File: src/rtl/adc_seq_regs.svh
// Constants for the stereo converter conversion sequencer: offsets, fields, resets, timing.
`ifndef ADC_SEQ_REGS_SVH
`define ADC_SEQ_REGS_SVH

`define REG_CTRL 8'h00
`define REG_STATUS 8'h04
`define REG_IRQ_STAT 8'h08
`define REG_IRQ_MASK 8'h0C
`define REG_RESULT 8'h10

`define CTRL_TWOS_BIT 0
`define STAT_READY_BIT 0
`define STAT_CONV_BIT 1
`define STAT_RIGHT_BIT 2
`define IRQ_W 3
`define IRQ_CONV_BIT 0
`define IRQ_CAL_BIT 1
`define IRQ_SAT_BIT 2
`define CTRL_RESET 1'h0
`define IRQ_MASK_RESET 3'h0

`define RES_W 16
`define TRIM_W 4
`define CAL_CNT_W 26
`define CAL_CYC_DEFAULT 34584480
`define TRK_FALL_CYC 8'hC8
`define SAR_STEP_CYC 4'h8
`define TRIM_START 4'h8

`endif

File: src/rtl/adc_seq_pkg.sv
// Types shared by the conversion sequencer modules.
package adc_seq_pkg;
  typedef enum logic [1:0] {ST_CAL, ST_IDLE, ST_CONV} seq_state_t;
  typedef enum logic {SAR_IDLE, SAR_RUN} sar_state_t;
  typedef logic [15:0] result_t;
endpackage

File: src/rtl/pin_sync.sv
// Two-flop synchroniser for pins from outside the pclk domain.
`timescale 1ns/10ps
module pin_sync #(
  parameter int W = 3
) (
  input wire logic pclk, // Master clock.
  input wire logic presetn, // Asynchronous reset, active low.
  input wire logic [W-1:0] din, // Raw pin levels.
  output logic [W-1:0] dout // Synchronised levels.
);
  logic [W-1:0] meta_q;
  logic [W-1:0] meta_d;
  logic [W-1:0] sync_q;
  logic [W-1:0] sync_d;

  always_comb begin
    meta_d = din;
    sync_d = meta_q;
  end

  always_ff @(posedge pclk or negedge presetn) begin
    if (!presetn) begin
      meta_q <= '0;
      sync_q <= '0;
    end else begin
      meta_q <= meta_d;
      sync_q <= sync_d;
    end
  end

  assign dout = sync_q;
endmodule // pin_sync

File: src/rtl/sar_engine.sv
// Successive-approximation search over the 16-bit capacitor array code.
`timescale 1ns/10ps
`include "adc_seq_regs.svh"
module sar_engine (
  input wire logic pclk, // Master clock.
  input wire logic presetn, // Asynchronous reset, active low.
  input wire logic start, // One-cycle pulse to begin a conversion.
  input wire logic cmp_in, // High while held input is at or above the trial.
  input wire logic sat_hi, // Held input above the positive reference.
  input wire logic sat_lo, // Held input below the negative reference.
  output adc_seq_pkg::result_t trial_code, // Trial code to the array.
  output logic [3:0] bit_idx, // Bit under decision.
  output logic busy, // Search in progress.
  output logic done, // One-cycle pulse, result valid.
  output logic saturated // One-cycle pulse with done when clipped.
);
  import adc_seq_pkg::*;

  sar_state_t st_q, st_d;
  result_t code_q, code_d;
  logic [3:0] bit_q, bit_d;
  logic [3:0] step_q, step_d;
  logic done_q, done_d;
  logic sat_q, sat_d;

  always_comb begin
    st_d = st_q;
    code_d = code_q;
    bit_d = bit_q;
    step_d = step_q;
    done_d = 1'b0;
    sat_d = 1'b0;
    case (st_q)
      SAR_IDLE: begin
        if (start) begin
          if (sat_hi) begin
            code_d = 16'hFFFF;
            done_d = 1'b1;
            sat_d = 1'b1;
          end else if (sat_lo) begin
            code_d = 16'h0000;
            done_d = 1'b1;
            sat_d = 1'b1;
          end else begin
            code_d = 16'h8000;
            bit_d = 4'hF;
            step_d = 4'h0;
            st_d = SAR_RUN;
          end
        end
      end
      SAR_RUN: begin
        // The step length gives the comparator time to settle before each decision.
        if (step_q == `SAR_STEP_CYC - 4'h1) begin
          step_d = 4'h0;
          if (!cmp_in) begin
            code_d[bit_q] = 1'b0;
          end
          if (bit_q == 4'h0) begin
            done_d = 1'b1;
            st_d = SAR_IDLE;
          end else begin
            bit_d = bit_q - 4'h1;
            code_d[bit_q - 4'h1] = 1'b1;
          end
        end else begin
          step_d = step_q + 4'h1;
        end
      end
      default: st_d = SAR_IDLE;
    endcase
  end

  always_ff @(posedge pclk or negedge presetn) begin
    if (!presetn) begin
      st_q <= SAR_IDLE;
      code_q <= 16'h0000;
      bit_q <= 4'h0;
      step_q <= 4'h0;
      done_q <= 1'b0;
      sat_q <= 1'b0;
    end else begin
      st_q <= st_d;
      code_q <= code_d;
      bit_q <= bit_d;
      step_q <= step_d;
      done_q <= done_d;
      sat_q <= sat_d;
    end
  end

  assign trial_code = code_q;
  assign bit_idx = bit_q;
  assign busy = (st_q == SAR_RUN);
  assign done = done_q;
  assign saturated = sat_q;
endmodule // sar_engine

File: src/rtl/adc_conv_seq.sv
// Conversion sequencer: calibration, hold timing, serial output and APB registers.
//
// The APB slave port and the register offsets are this design's own decisions.
`timescale 1ns/10ps
`include "adc_seq_regs.svh"
module adc_conv_seq #(
  parameter int CAL_CYC = `CAL_CYC_DEFAULT
) (
  input wire logic pclk, // Master clock, 200 MHz.
  input wire logic presetn, // Asynchronous reset, active low.
  input wire logic [7:0] paddr, // APB byte address.
  input wire logic psel, // APB select.
  input wire logic penable, // APB access phase.
  input wire logic pwrite, // APB direction, high for write.
  input wire logic [31:0] pwdata, // APB write data.
  output logic [31:0] prdata, // APB read data.
  output logic pready, // APB ready.
  output logic pslverr, // APB error on unmapped address.
  output logic irq, // Level interrupt.
  input wire logic hold_n_pin, // Hold strobe, active low, from the host.
  input wire logic chan_sel_pin, // Channel select, high for left.
  input wire logic sclk_pin, // Serial bit clock from the receiver.
  input wire logic cmp_in, // Comparator, high when input at or above trial.
  input wire logic over_hi, // Held input above the positive reference.
  input wire logic under_lo, // Held input below the negative reference.
  input wire logic cal_cmp, // Calibration comparator, high when weight too small.
  output logic calib_done_ready, // High once calibration has finished.
  output logic track_left_out, // Left track control.
  output logic track_right_out, // Right track control.
  output logic ext_sample_ctrl_a, // External sample-hold control A.
  output logic ext_sample_ctrl_b, // External sample-hold control B.
  output logic serial_result_out, // Serial result data.
  output logic input_track, // High while the array tracks the input.
  output logic acq_left, // Channel being acquired, high for left.
  output adc_seq_pkg::result_t dac_code, // Trial code to the array.
  output logic [3:0] trim_sel, // Bit whose trim is applied.
  output logic [3:0] trim_val // Trim coefficient for that bit.
);
  import adc_seq_pkg::*;

  logic hold_s, lr_s, sclk_s;
  logic sar_busy, sar_done, sar_sat;
  logic [3:0] sar_bit;
  logic hold_fall, hold_rise, sclk_fall, hold_go;

  seq_state_t st_q, st_d;
  logic [`CAL_CNT_W-1:0] cal_cnt_q, cal_cnt_d;
  logic [3:0] stp_q, stp_d, cbit_q, cbit_d, trial_q, trial_d;
  logic [1:0] tbit_q, tbit_d;
  logic trimming_q, trimming_d, ready_q, ready_d;
  logic trk_q, trk_d, sha_q, sha_d, shb_q, shb_d;
  logic [7:0] hcnt_q, hcnt_d;
  logic inp_q, inp_d, acq_q, acq_d, hprev_q, hprev_d, sprev_q, sprev_d;
  result_t res_q, res_d, shf_q, shf_d, fmt_res;
  logic [3:0] tsel_q, tsel_d, tval_q, tval_d;
  logic coef_we;
  logic [3:0] coef_val;
  logic [`TRIM_W-1:0] coef_q [16];
  logic ctrl_twos_q;

  pin_sync #(.W(3)) u_sync (
    .pclk(pclk),
    .presetn(presetn),
    .din({hold_n_pin, chan_sel_pin, sclk_pin}),
    .dout({hold_s, lr_s, sclk_s})
  );

  sar_engine u_sar (
    .pclk(pclk),
    .presetn(presetn),
    .start(hold_go),
    .cmp_in(cmp_in),
    .sat_hi(over_hi),
    .sat_lo(under_lo),
    .trial_code(dac_code),
    .bit_idx(sar_bit),
    .busy(sar_busy),
    .done(sar_done),
    .saturated(sar_sat)
  );

  assign hold_fall = hprev_q & ~hold_s;
  assign hold_rise = ~hprev_q & hold_s;
  assign sclk_fall = sprev_q & ~sclk_s;
  // Strobes before ready or during a conversion are ignored.
  assign hold_go = hold_fall && (st_q == ST_IDLE);
  assign fmt_res = ctrl_twos_q ? {~res_q[15], res_q[14:0]} : res_q;

  always_comb begin
    st_d = st_q;
    cal_cnt_d = cal_cnt_q;
    stp_d = stp_q;
    cbit_d = cbit_q;
    tbit_d = tbit_q;
    trial_d = trial_q;
    trimming_d = trimming_q;
    ready_d = ready_q;
    trk_d = trk_q;
    sha_d = sha_q;
    shb_d = shb_q;
    hcnt_d = hcnt_q;
    inp_d = inp_q;
    acq_d = acq_q;
    res_d = res_q;
    shf_d = shf_q;
    hprev_d = hold_s;
    sprev_d = sclk_s;
    coef_we = 1'b0;
    coef_val = trial_q;
    case (st_q)
      ST_CAL: begin
        cal_cnt_d = cal_cnt_q + `CAL_CNT_W'(1);
        if (trimming_q) begin
          if (stp_q == `SAR_STEP_CYC - 4'h1) begin
            stp_d = 4'h0;
            if (!cal_cmp) begin
              trial_d[tbit_q] = 1'b0;
            end
            if (tbit_q == 2'h0) begin
              coef_we = 1'b1;
              coef_val = trial_d;
              trial_d = `TRIM_START;
              tbit_d = 2'h3;
              if (cbit_q == 4'h1) begin
                trimming_d = 1'b0;
              end else begin
                cbit_d = cbit_q - 4'h1;
              end
            end else begin
              tbit_d = tbit_q - 2'h1;
              trial_d[tbit_q - 2'h1] = 1'b1;
            end
          end else begin
            stp_d = stp_q + 4'h1;
          end
        end
        if (cal_cnt_q == `CAL_CNT_W'(CAL_CYC - 1)) begin
          st_d = ST_IDLE;
          ready_d = 1'b1;
        end
      end
      ST_IDLE: begin
        if (hold_go) begin
          st_d = ST_CONV;
          inp_d = 1'b0;
        end
      end
      ST_CONV: begin
        if (sar_done) begin
          st_d = ST_IDLE;
          inp_d = 1'b1;
          acq_d = lr_s;
          res_d = dac_code;
        end
      end
      default: st_d = ST_CAL;
    endcase
    // Track fall is timed from the strobe fall; a strobe rise cancels it only when it lands in the fall cycle.
    if (hcnt_q == `TRK_FALL_CYC) begin
      trk_d = 1'b0;
      sha_d = 1'b0;
      hcnt_d = 8'h00;
    end else if (hcnt_q != 8'h00) begin
      hcnt_d = hcnt_q + 8'h01;
    end
    if (hold_go) begin
      shb_d = 1'b0;
      hcnt_d = 8'h01;
      shf_d = fmt_res;
    end else if (sclk_fall) begin
      shf_d = {shf_q[14:0], 1'b0};
    end
    if (hold_rise) begin
      trk_d = 1'b1;
      sha_d = 1'b1;
      shb_d = 1'b1;
    end
    tsel_d = trimming_q ? cbit_q : sar_bit;
    tval_d = trimming_q ? trial_q : coef_q[sar_bit];
  end

  always_ff @(posedge pclk or negedge presetn) begin
    if (!presetn) begin
      st_q <= ST_CAL;
      cal_cnt_q <= '0;
      stp_q <= 4'h0;
      cbit_q <= 4'hF;
      tbit_q <= 2'h3;
      trial_q <= `TRIM_START;
      trimming_q <= 1'b1;
      ready_q <= 1'b0;
      trk_q <= 1'b1;
      sha_q <= 1'b1;
      shb_q <= 1'b1;
      hcnt_q <= 8'h00;
      inp_q <= 1'b1;
      acq_q <= 1'b0;
      res_q <= 16'h0000;
      shf_q <= 16'h0000;
      hprev_q <= 1'b0;
      sprev_q <= 1'b0;
      tsel_q <= 4'h0;
      tval_q <= 4'h0;
    end else begin
      st_q <= st_d;
      cal_cnt_q <= cal_cnt_d;
      stp_q <= stp_d;
      cbit_q <= cbit_d;
      tbit_q <= tbit_d;
      trial_q <= trial_d;
      trimming_q <= trimming_d;
      ready_q <= ready_d;
      trk_q <= trk_d;
      sha_q <= sha_d;
      shb_q <= shb_d;
      hcnt_q <= hcnt_d;
      inp_q <= inp_d;
      acq_q <= acq_d;
      res_q <= res_d;
      shf_q <= shf_d;
      hprev_q <= hprev_d;
      sprev_q <= sprev_d;
      tsel_q <= tsel_d;
      tval_q <= tval_d;
    end
  end

  // Coefficients stay valid across conversions until the next reset.
  for (genvar i = 0; i < 16; i++) begin : g_coef
    always_ff @(posedge pclk or negedge presetn) begin
      if (!presetn) begin
        coef_q[i] <= 4'h0;
      end else if (coef_we && cbit_q == 4'(i)) begin
        coef_q[i] <= coef_val;
      end
    end
  end

  assign calib_done_ready = ready_q;
  assign track_left_out = trk_q;
  assign track_right_out = trk_q;
  assign ext_sample_ctrl_a = sha_q;
  assign ext_sample_ctrl_b = shb_q;
  assign serial_result_out = shf_q[15];
  assign input_track = inp_q;
  assign acq_left = acq_q;
  assign trim_sel = tsel_q;
  assign trim_val = tval_q;

  // APB slave: zero wait states, read data captured in the setup cycle.
  logic ctrl_twos_d;
  logic [`IRQ_W-1:0] ist_q, ist_d, imask_q, imask_d, ievt;
  logic [31:0] prdata_q, prdata_d;
  logic wr_en, mapped;

  assign wr_en = psel & penable & pwrite;
  assign mapped = (paddr == `REG_CTRL) || (paddr == `REG_STATUS) ||
                  (paddr == `REG_IRQ_STAT) || (paddr == `REG_IRQ_MASK) ||
                  (paddr == `REG_RESULT);
  assign ievt = {sar_sat, ready_d & ~ready_q, sar_done};

  always_comb begin
    ctrl_twos_d = ctrl_twos_q;
    imask_d = imask_q;
    ist_d = ist_q;
    prdata_d = prdata_q;
    if (wr_en && paddr == `REG_CTRL) begin
      ctrl_twos_d = pwdata[`CTRL_TWOS_BIT];
    end
    if (wr_en && paddr == `REG_IRQ_MASK) begin
      imask_d = pwdata[`IRQ_W-1:0];
    end
    if (wr_en && paddr == `REG_IRQ_STAT) begin
      ist_d = ist_q & ~pwdata[`IRQ_W-1:0];
    end
    // A new event in the clearing cycle survives the clear.
    ist_d = ist_d | ievt;
    if (psel && !penable && !pwrite) begin
      case (paddr)
        `REG_CTRL: prdata_d = {31'h0, ctrl_twos_q};
        `REG_STATUS: prdata_d = {29'h0, acq_q, st_q == ST_CONV, ready_q};
        `REG_IRQ_STAT: prdata_d = {29'h0, ist_q};
        `REG_IRQ_MASK: prdata_d = {29'h0, imask_q};
        `REG_RESULT: prdata_d = {16'h0, res_q};
        default: prdata_d = 32'h0;
      endcase
    end
  end

  always_ff @(posedge pclk or negedge presetn) begin
    if (!presetn) begin
      ctrl_twos_q <= `CTRL_RESET;
      imask_q <= `IRQ_MASK_RESET;
      ist_q <= '0;
      prdata_q <= 32'h0;
    end else begin
      ctrl_twos_q <= ctrl_twos_d;
      imask_q <= imask_d;
      ist_q <= ist_d;
      prdata_q <= prdata_d;
    end
  end

  assign prdata = prdata_q;
  assign pready = 1'b1;
  assign pslverr = psel & penable & ~mapped;
  assign irq = |(ist_q & imask_q);

  // Helper count of cycles from reset release until ready goes high, read only by checks.
  logic [`CAL_CNT_W-1:0] since_q;
  always_ff @(posedge pclk or negedge presetn) begin
    if (!presetn) begin
      since_q <= '0;
    end else if (!ready_q) begin
      since_q <= since_q + `CAL_CNT_W'(1);
    end
  end
endmodule // adc_conv_seq

File: config.mk
export PLATFORM = sky130hd
export DESIGN_NAME = adc_conv_seq
export DESIGN_NICKNAME = d
export VERILOG_FILES = /design/src/rtl/adc_seq_pkg.sv /design/src/rtl/pin_sync.sv /design/src/rtl/sar_engine.sv /design/src/rtl/adc_conv_seq.sv
export VERILOG_INCLUDE_DIRS = /design/src /design/src/rtl
export SDC_FILE = /design/constraint.sdc
export NUM_CORES = 1
export LEC_CHECK = 0
export ABC_AREA = 1
export ABC_CLOCK_PERIOD_IN_PS = 1900
export BUFFER_PORTS_ARGS = -buffer_cell sky130_fd_sc_hd__buf_2
export CORE_MARGIN = 2
export CORE_UTILIZATION = 53
export DETAILED_ROUTE_END_ITERATION = 10
export GPL_ROUTABILITY_DRIVEN = 0
export PLACE_DENSITY_LB_ADDON = 0.1
export SYNTH_ARGS = -nofsm -noshare
export SYNTH_HDL_FRONTEND = slang
export SYNTH_SLANG_ARGS = --single-unit
File: constraint.sdc
create_clock -name pclk -period 1.9 [get_ports pclk]
set_clock_uncertainty 0.1 [all_clocks]
set_input_delay 0.38 -clock pclk [delete_from_list [all_inputs] [get_ports pclk]]
set_output_delay 0.38 -clock pclk [all_outputs]
set_load 0.02 [all_outputs]
==> metrics.txt <==
Synth cell types 44; Sw Share 0.210; relative slew slack 0.663; element type at the critical path start register; Max-Cap Viols 0; initial DRC count 540; Int Power between 7 and 8 mW; clock sink total 218; diode count 0; PnR worst setup slack 0.0406 ns; row count 52; GRT Overall Usage 0.237; Warnings, synthesis 0; Peak VDD IR 0.595 mV; WL/cell approximately 14 um; Final Instance Area about 13000 um^2; post-synthesis sequential area ratio 0.505; final setup vio count 0; Tmin final about 1.9 ns; initial antenna violation count 0; Leakage roughly 6.3 nW; Setup TNS Final 0 ns; DR pass1 iterations 5; largest net degree at the start of global routing 56; Adder-Cell Fraction of Synth Area 0.0219; PD cells approximately 770 nW/um^2; Vias/cell approximately 5; Slew Viols, Final 0; FMAX ~540 MHz; Worst EP required about 2.2 ns; Post-DRT Antenna Nets 0; clock share of power 0.490; total number of vias between 8000 and 9000; post-detailed-placement half-perimeter wirelength approximately 17000 um; Layout area overhead 18.2%; Hold Vio Cnt, Final 0; Logic pwr share 0.033; post-placement cell area 11700 um^2; CP arrival roughly 2.2 ns; Initial Util 0.537; total CTS buffers 24; Post-Synth Simple-Gate Area 0.266; FF+latch count, synth around 220; Hold Crit Class input pin to register; Clk Latency, worst-skew pair roughly 0.52 ns; kind of critical path register to register; Die Span X approximately 150 um; Die Ht 147 um; Ports roughly 120; P_sw around 2.1 mW; setup repair after global routing missed its margin true; status completed; mean post-synth cell area roughly 8.1 um^2; CTS tree done; Placed Instances approximately 1700; largest family of logic cells by synthesized area simple AND/OR/NAND/NOR gates; first-pass GRT wire length about 42000 um; clk buf depth 3; number of synthesized flops with an enable pin 0; mux contribution to synthesized area 0.00104; final net count between 1500 and 2000; crit share post-route 0.979; fin util 0.635; Crit. End Element register; vias in the first global route roughly 8600; CP Max Fanout 8; Syn Inst Count about 1300; Compound-Gate Fraction of Synth Area 0.120; ys flop type dfrtp_1; sequential share of power 0.477; Post-Syn Area around 11000 um^2; xor-xnor portion of the synthesized cell area 0.0146; GR Overflow Total 0; post-layout power approximately 9.9 mW; ys async rst share 1.00; dpl ws 0.0272 ns; Least-Margin Pin Slew just over 0.5 ns; core area approximately 20000 um^2; DRC 0; Root Driver clkbuf_16; IO buf count roughly 70; routed wire length ~25000 um; fraction of final layout cells sized beyond drive strength 1 0.162; clock-pin slew on the worst setup and hold paths around 0.060 ns; fin cells approximately 1700; die area between 20000 and 25000 um^2; number of H-tree levels 1; hold_ws around 0.026 ns
-- registers in the layout, summed over array words and instances, names as in the netlist, 2 cells and up, named ones only --
name / count
u_sar.step_q: 4
tbit_q: 2
cal_cnt_q: 26
u_sar.bit_idx: 4
st_q: 2
shf_q: 16
trial_q: 3
coef_q: 64
hcnt_q: 8
prdata: 16
stp_q: 4
u_sar.trial_code: 16
ist_q: 3
trim_sel: 4
cbit_q: 4
u_sync.meta_q: 3
trim_val: 4
u_sync.dout: 3
imask_q: 3
res_q: 16
-- worst max-delay path: stages, from the launching register on --
cell and delay (ns):
dfrtp_1 0.38, ha_2 0.21, nand2_2 0.05, inv_2 0.07, nand2_4 0.06, nor2_4 0.19, nand2_8 0.11, nor2_4 0.21
buf_4 0.16, nand2_4 0.07, nand2_1 0.07, o21ai_1 0.06
-- metal layers --
metal | track usage | vias up | share of wire
li1 | - | 4545 | -
met1 | 0.332 | 4136 | 0.46
met2 | 0.397 | 165 | 0.48
met4 | 0.0563 | 0 | 0.022
met3 | 0.0311 | 36 | 0.037
met5 | 0 | - | 0
-- worst paths after layout --
path / from / endpoint / slack [ns] / depth (start not counted)
setup / recovery: stp_q[1] / coef_q[2] / 0.04 / 11
hold / removal: pwdata[2] / imask_q[2] / 0.03 / 3
setup reg to reg: stp_q[1] / coef_q[2] / 0.04 / 11
hold reg to reg: u_sync.meta_q[0] / u_sync.dout[0] / 0.25 / 0
max in group asynchronous: presetn / cbit_q[0] / 0.82 / 3
min in group asynchronous: presetn / cal_cnt_q[18] / 0.26 / 2
-- synthesized netlist by cell type, types with 2 or more instances --
cell | count | share of area
nor2_4 | 5 | 0.0052
nor2_1 | 132 | 0.046
buf_4 | 24 | 0.017
a22oi_1 | 4 | 0.0028
nand3_2 | 3 | 0.0028
conb_1 | 2 | 0.00069
o21ai_0 | 60 | 0.028
inv_2 | 7 | 0.0024
a21oi_1 | 44 | 0.020
inv_1 | 109 | 0.038
xor2_1 | 11 | 0.0089
a21boi_0 | 3 | 0.0021
buf_2 | 9 | 0.0042
nand2_2 | 16 | 0.0092
dfstp_2 | 11 | 0.027
ha_1 | 19 | 0.022
o21ai_1 | 74 | 0.034
nor3b_1 | 3 | 0.0021
o31ai_1 | 15 | 0.010
dfrtp_1 | 207 | 0.48
clkinv_1 | 2 | 0.00069
clkbuf_1 | 25 | 0.0087
nand3b_1 | 7 | 0.0049
nand4_1 | 12 | 0.0069
xnor2_1 | 7 | 0.0057
nand2_1 | 379 | 0.13
o211ai_1 | 13 | 0.0090
o21ai_4 | 4 | 0.0060
a31oi_1 | 6 | 0.0035
nor3_1 | 11 | 0.0051
nand3_1 | 100 | 0.046
nor2_2 | 4 | 0.0023
-- cells by family after synthesis --
family / count (synthesis)
and+or+nand+nor: 676
AOI/OAI and AO/OA: 228
DFF: 218
buffers and inverters: 178
adders and majority gates: 19
xor gates and xnor gates: 18
other: 2
muxes: 1
-- cell usage in the layout (no fill, tap or decap), drive strengths merged, types with 2 or more instances in the layout --
master,count
nand3,103
nand2,396
clkbuf,43
dfrtp,207
inv,117
dfstp,11
clkinv,2
dlygate4sd3,4
nor3,12
nor3b,3
a31oi,6
nor2,141
buf,122
nand3b,7
nand4,12
xnor2,7
conb,17
o31ai,15
ha,19
xor2,11
o21ai,138
a21oi,44
a22oi,4
o211ai,13
bufinv,2
a21boi,3
-- power groups by stage --
stage               Sequential [mW]  Combinational, mW  Clock (mW)
floorplan                      4.80              0.137           0
finish                         4.71              0.326        4.84
detailed placement             4.79              0.325           0
global route                   4.71              0.372        5.15
CTS                            4.71              0.334        4.95
global placement               4.79              0.324           0
-- cell type report --
class / count / area (um^2)
Clock buffer: 42 / 779
Clock inverter: 2 / 60.1
Fill cell: 1817 / 7360
Inverter: 119 / 453
Multi-Input combinational cell: 959 / 4760
Sequential cell: 218 / 5470
Tap cell: 270 / 338
Timing Repair Buffer: 127 / 947
-- repair_timing --
action / 4_1_cts / 5_1_grt
hold buffers: 4 / 0
hold endpoints to repair: 40 / 0
buffers inserted: 0 / 6
setup endpoints to repair: 0 / 75
gates resized for setup: 0 / 31
No activity file was read; power rests on OpenSTA's default activity.
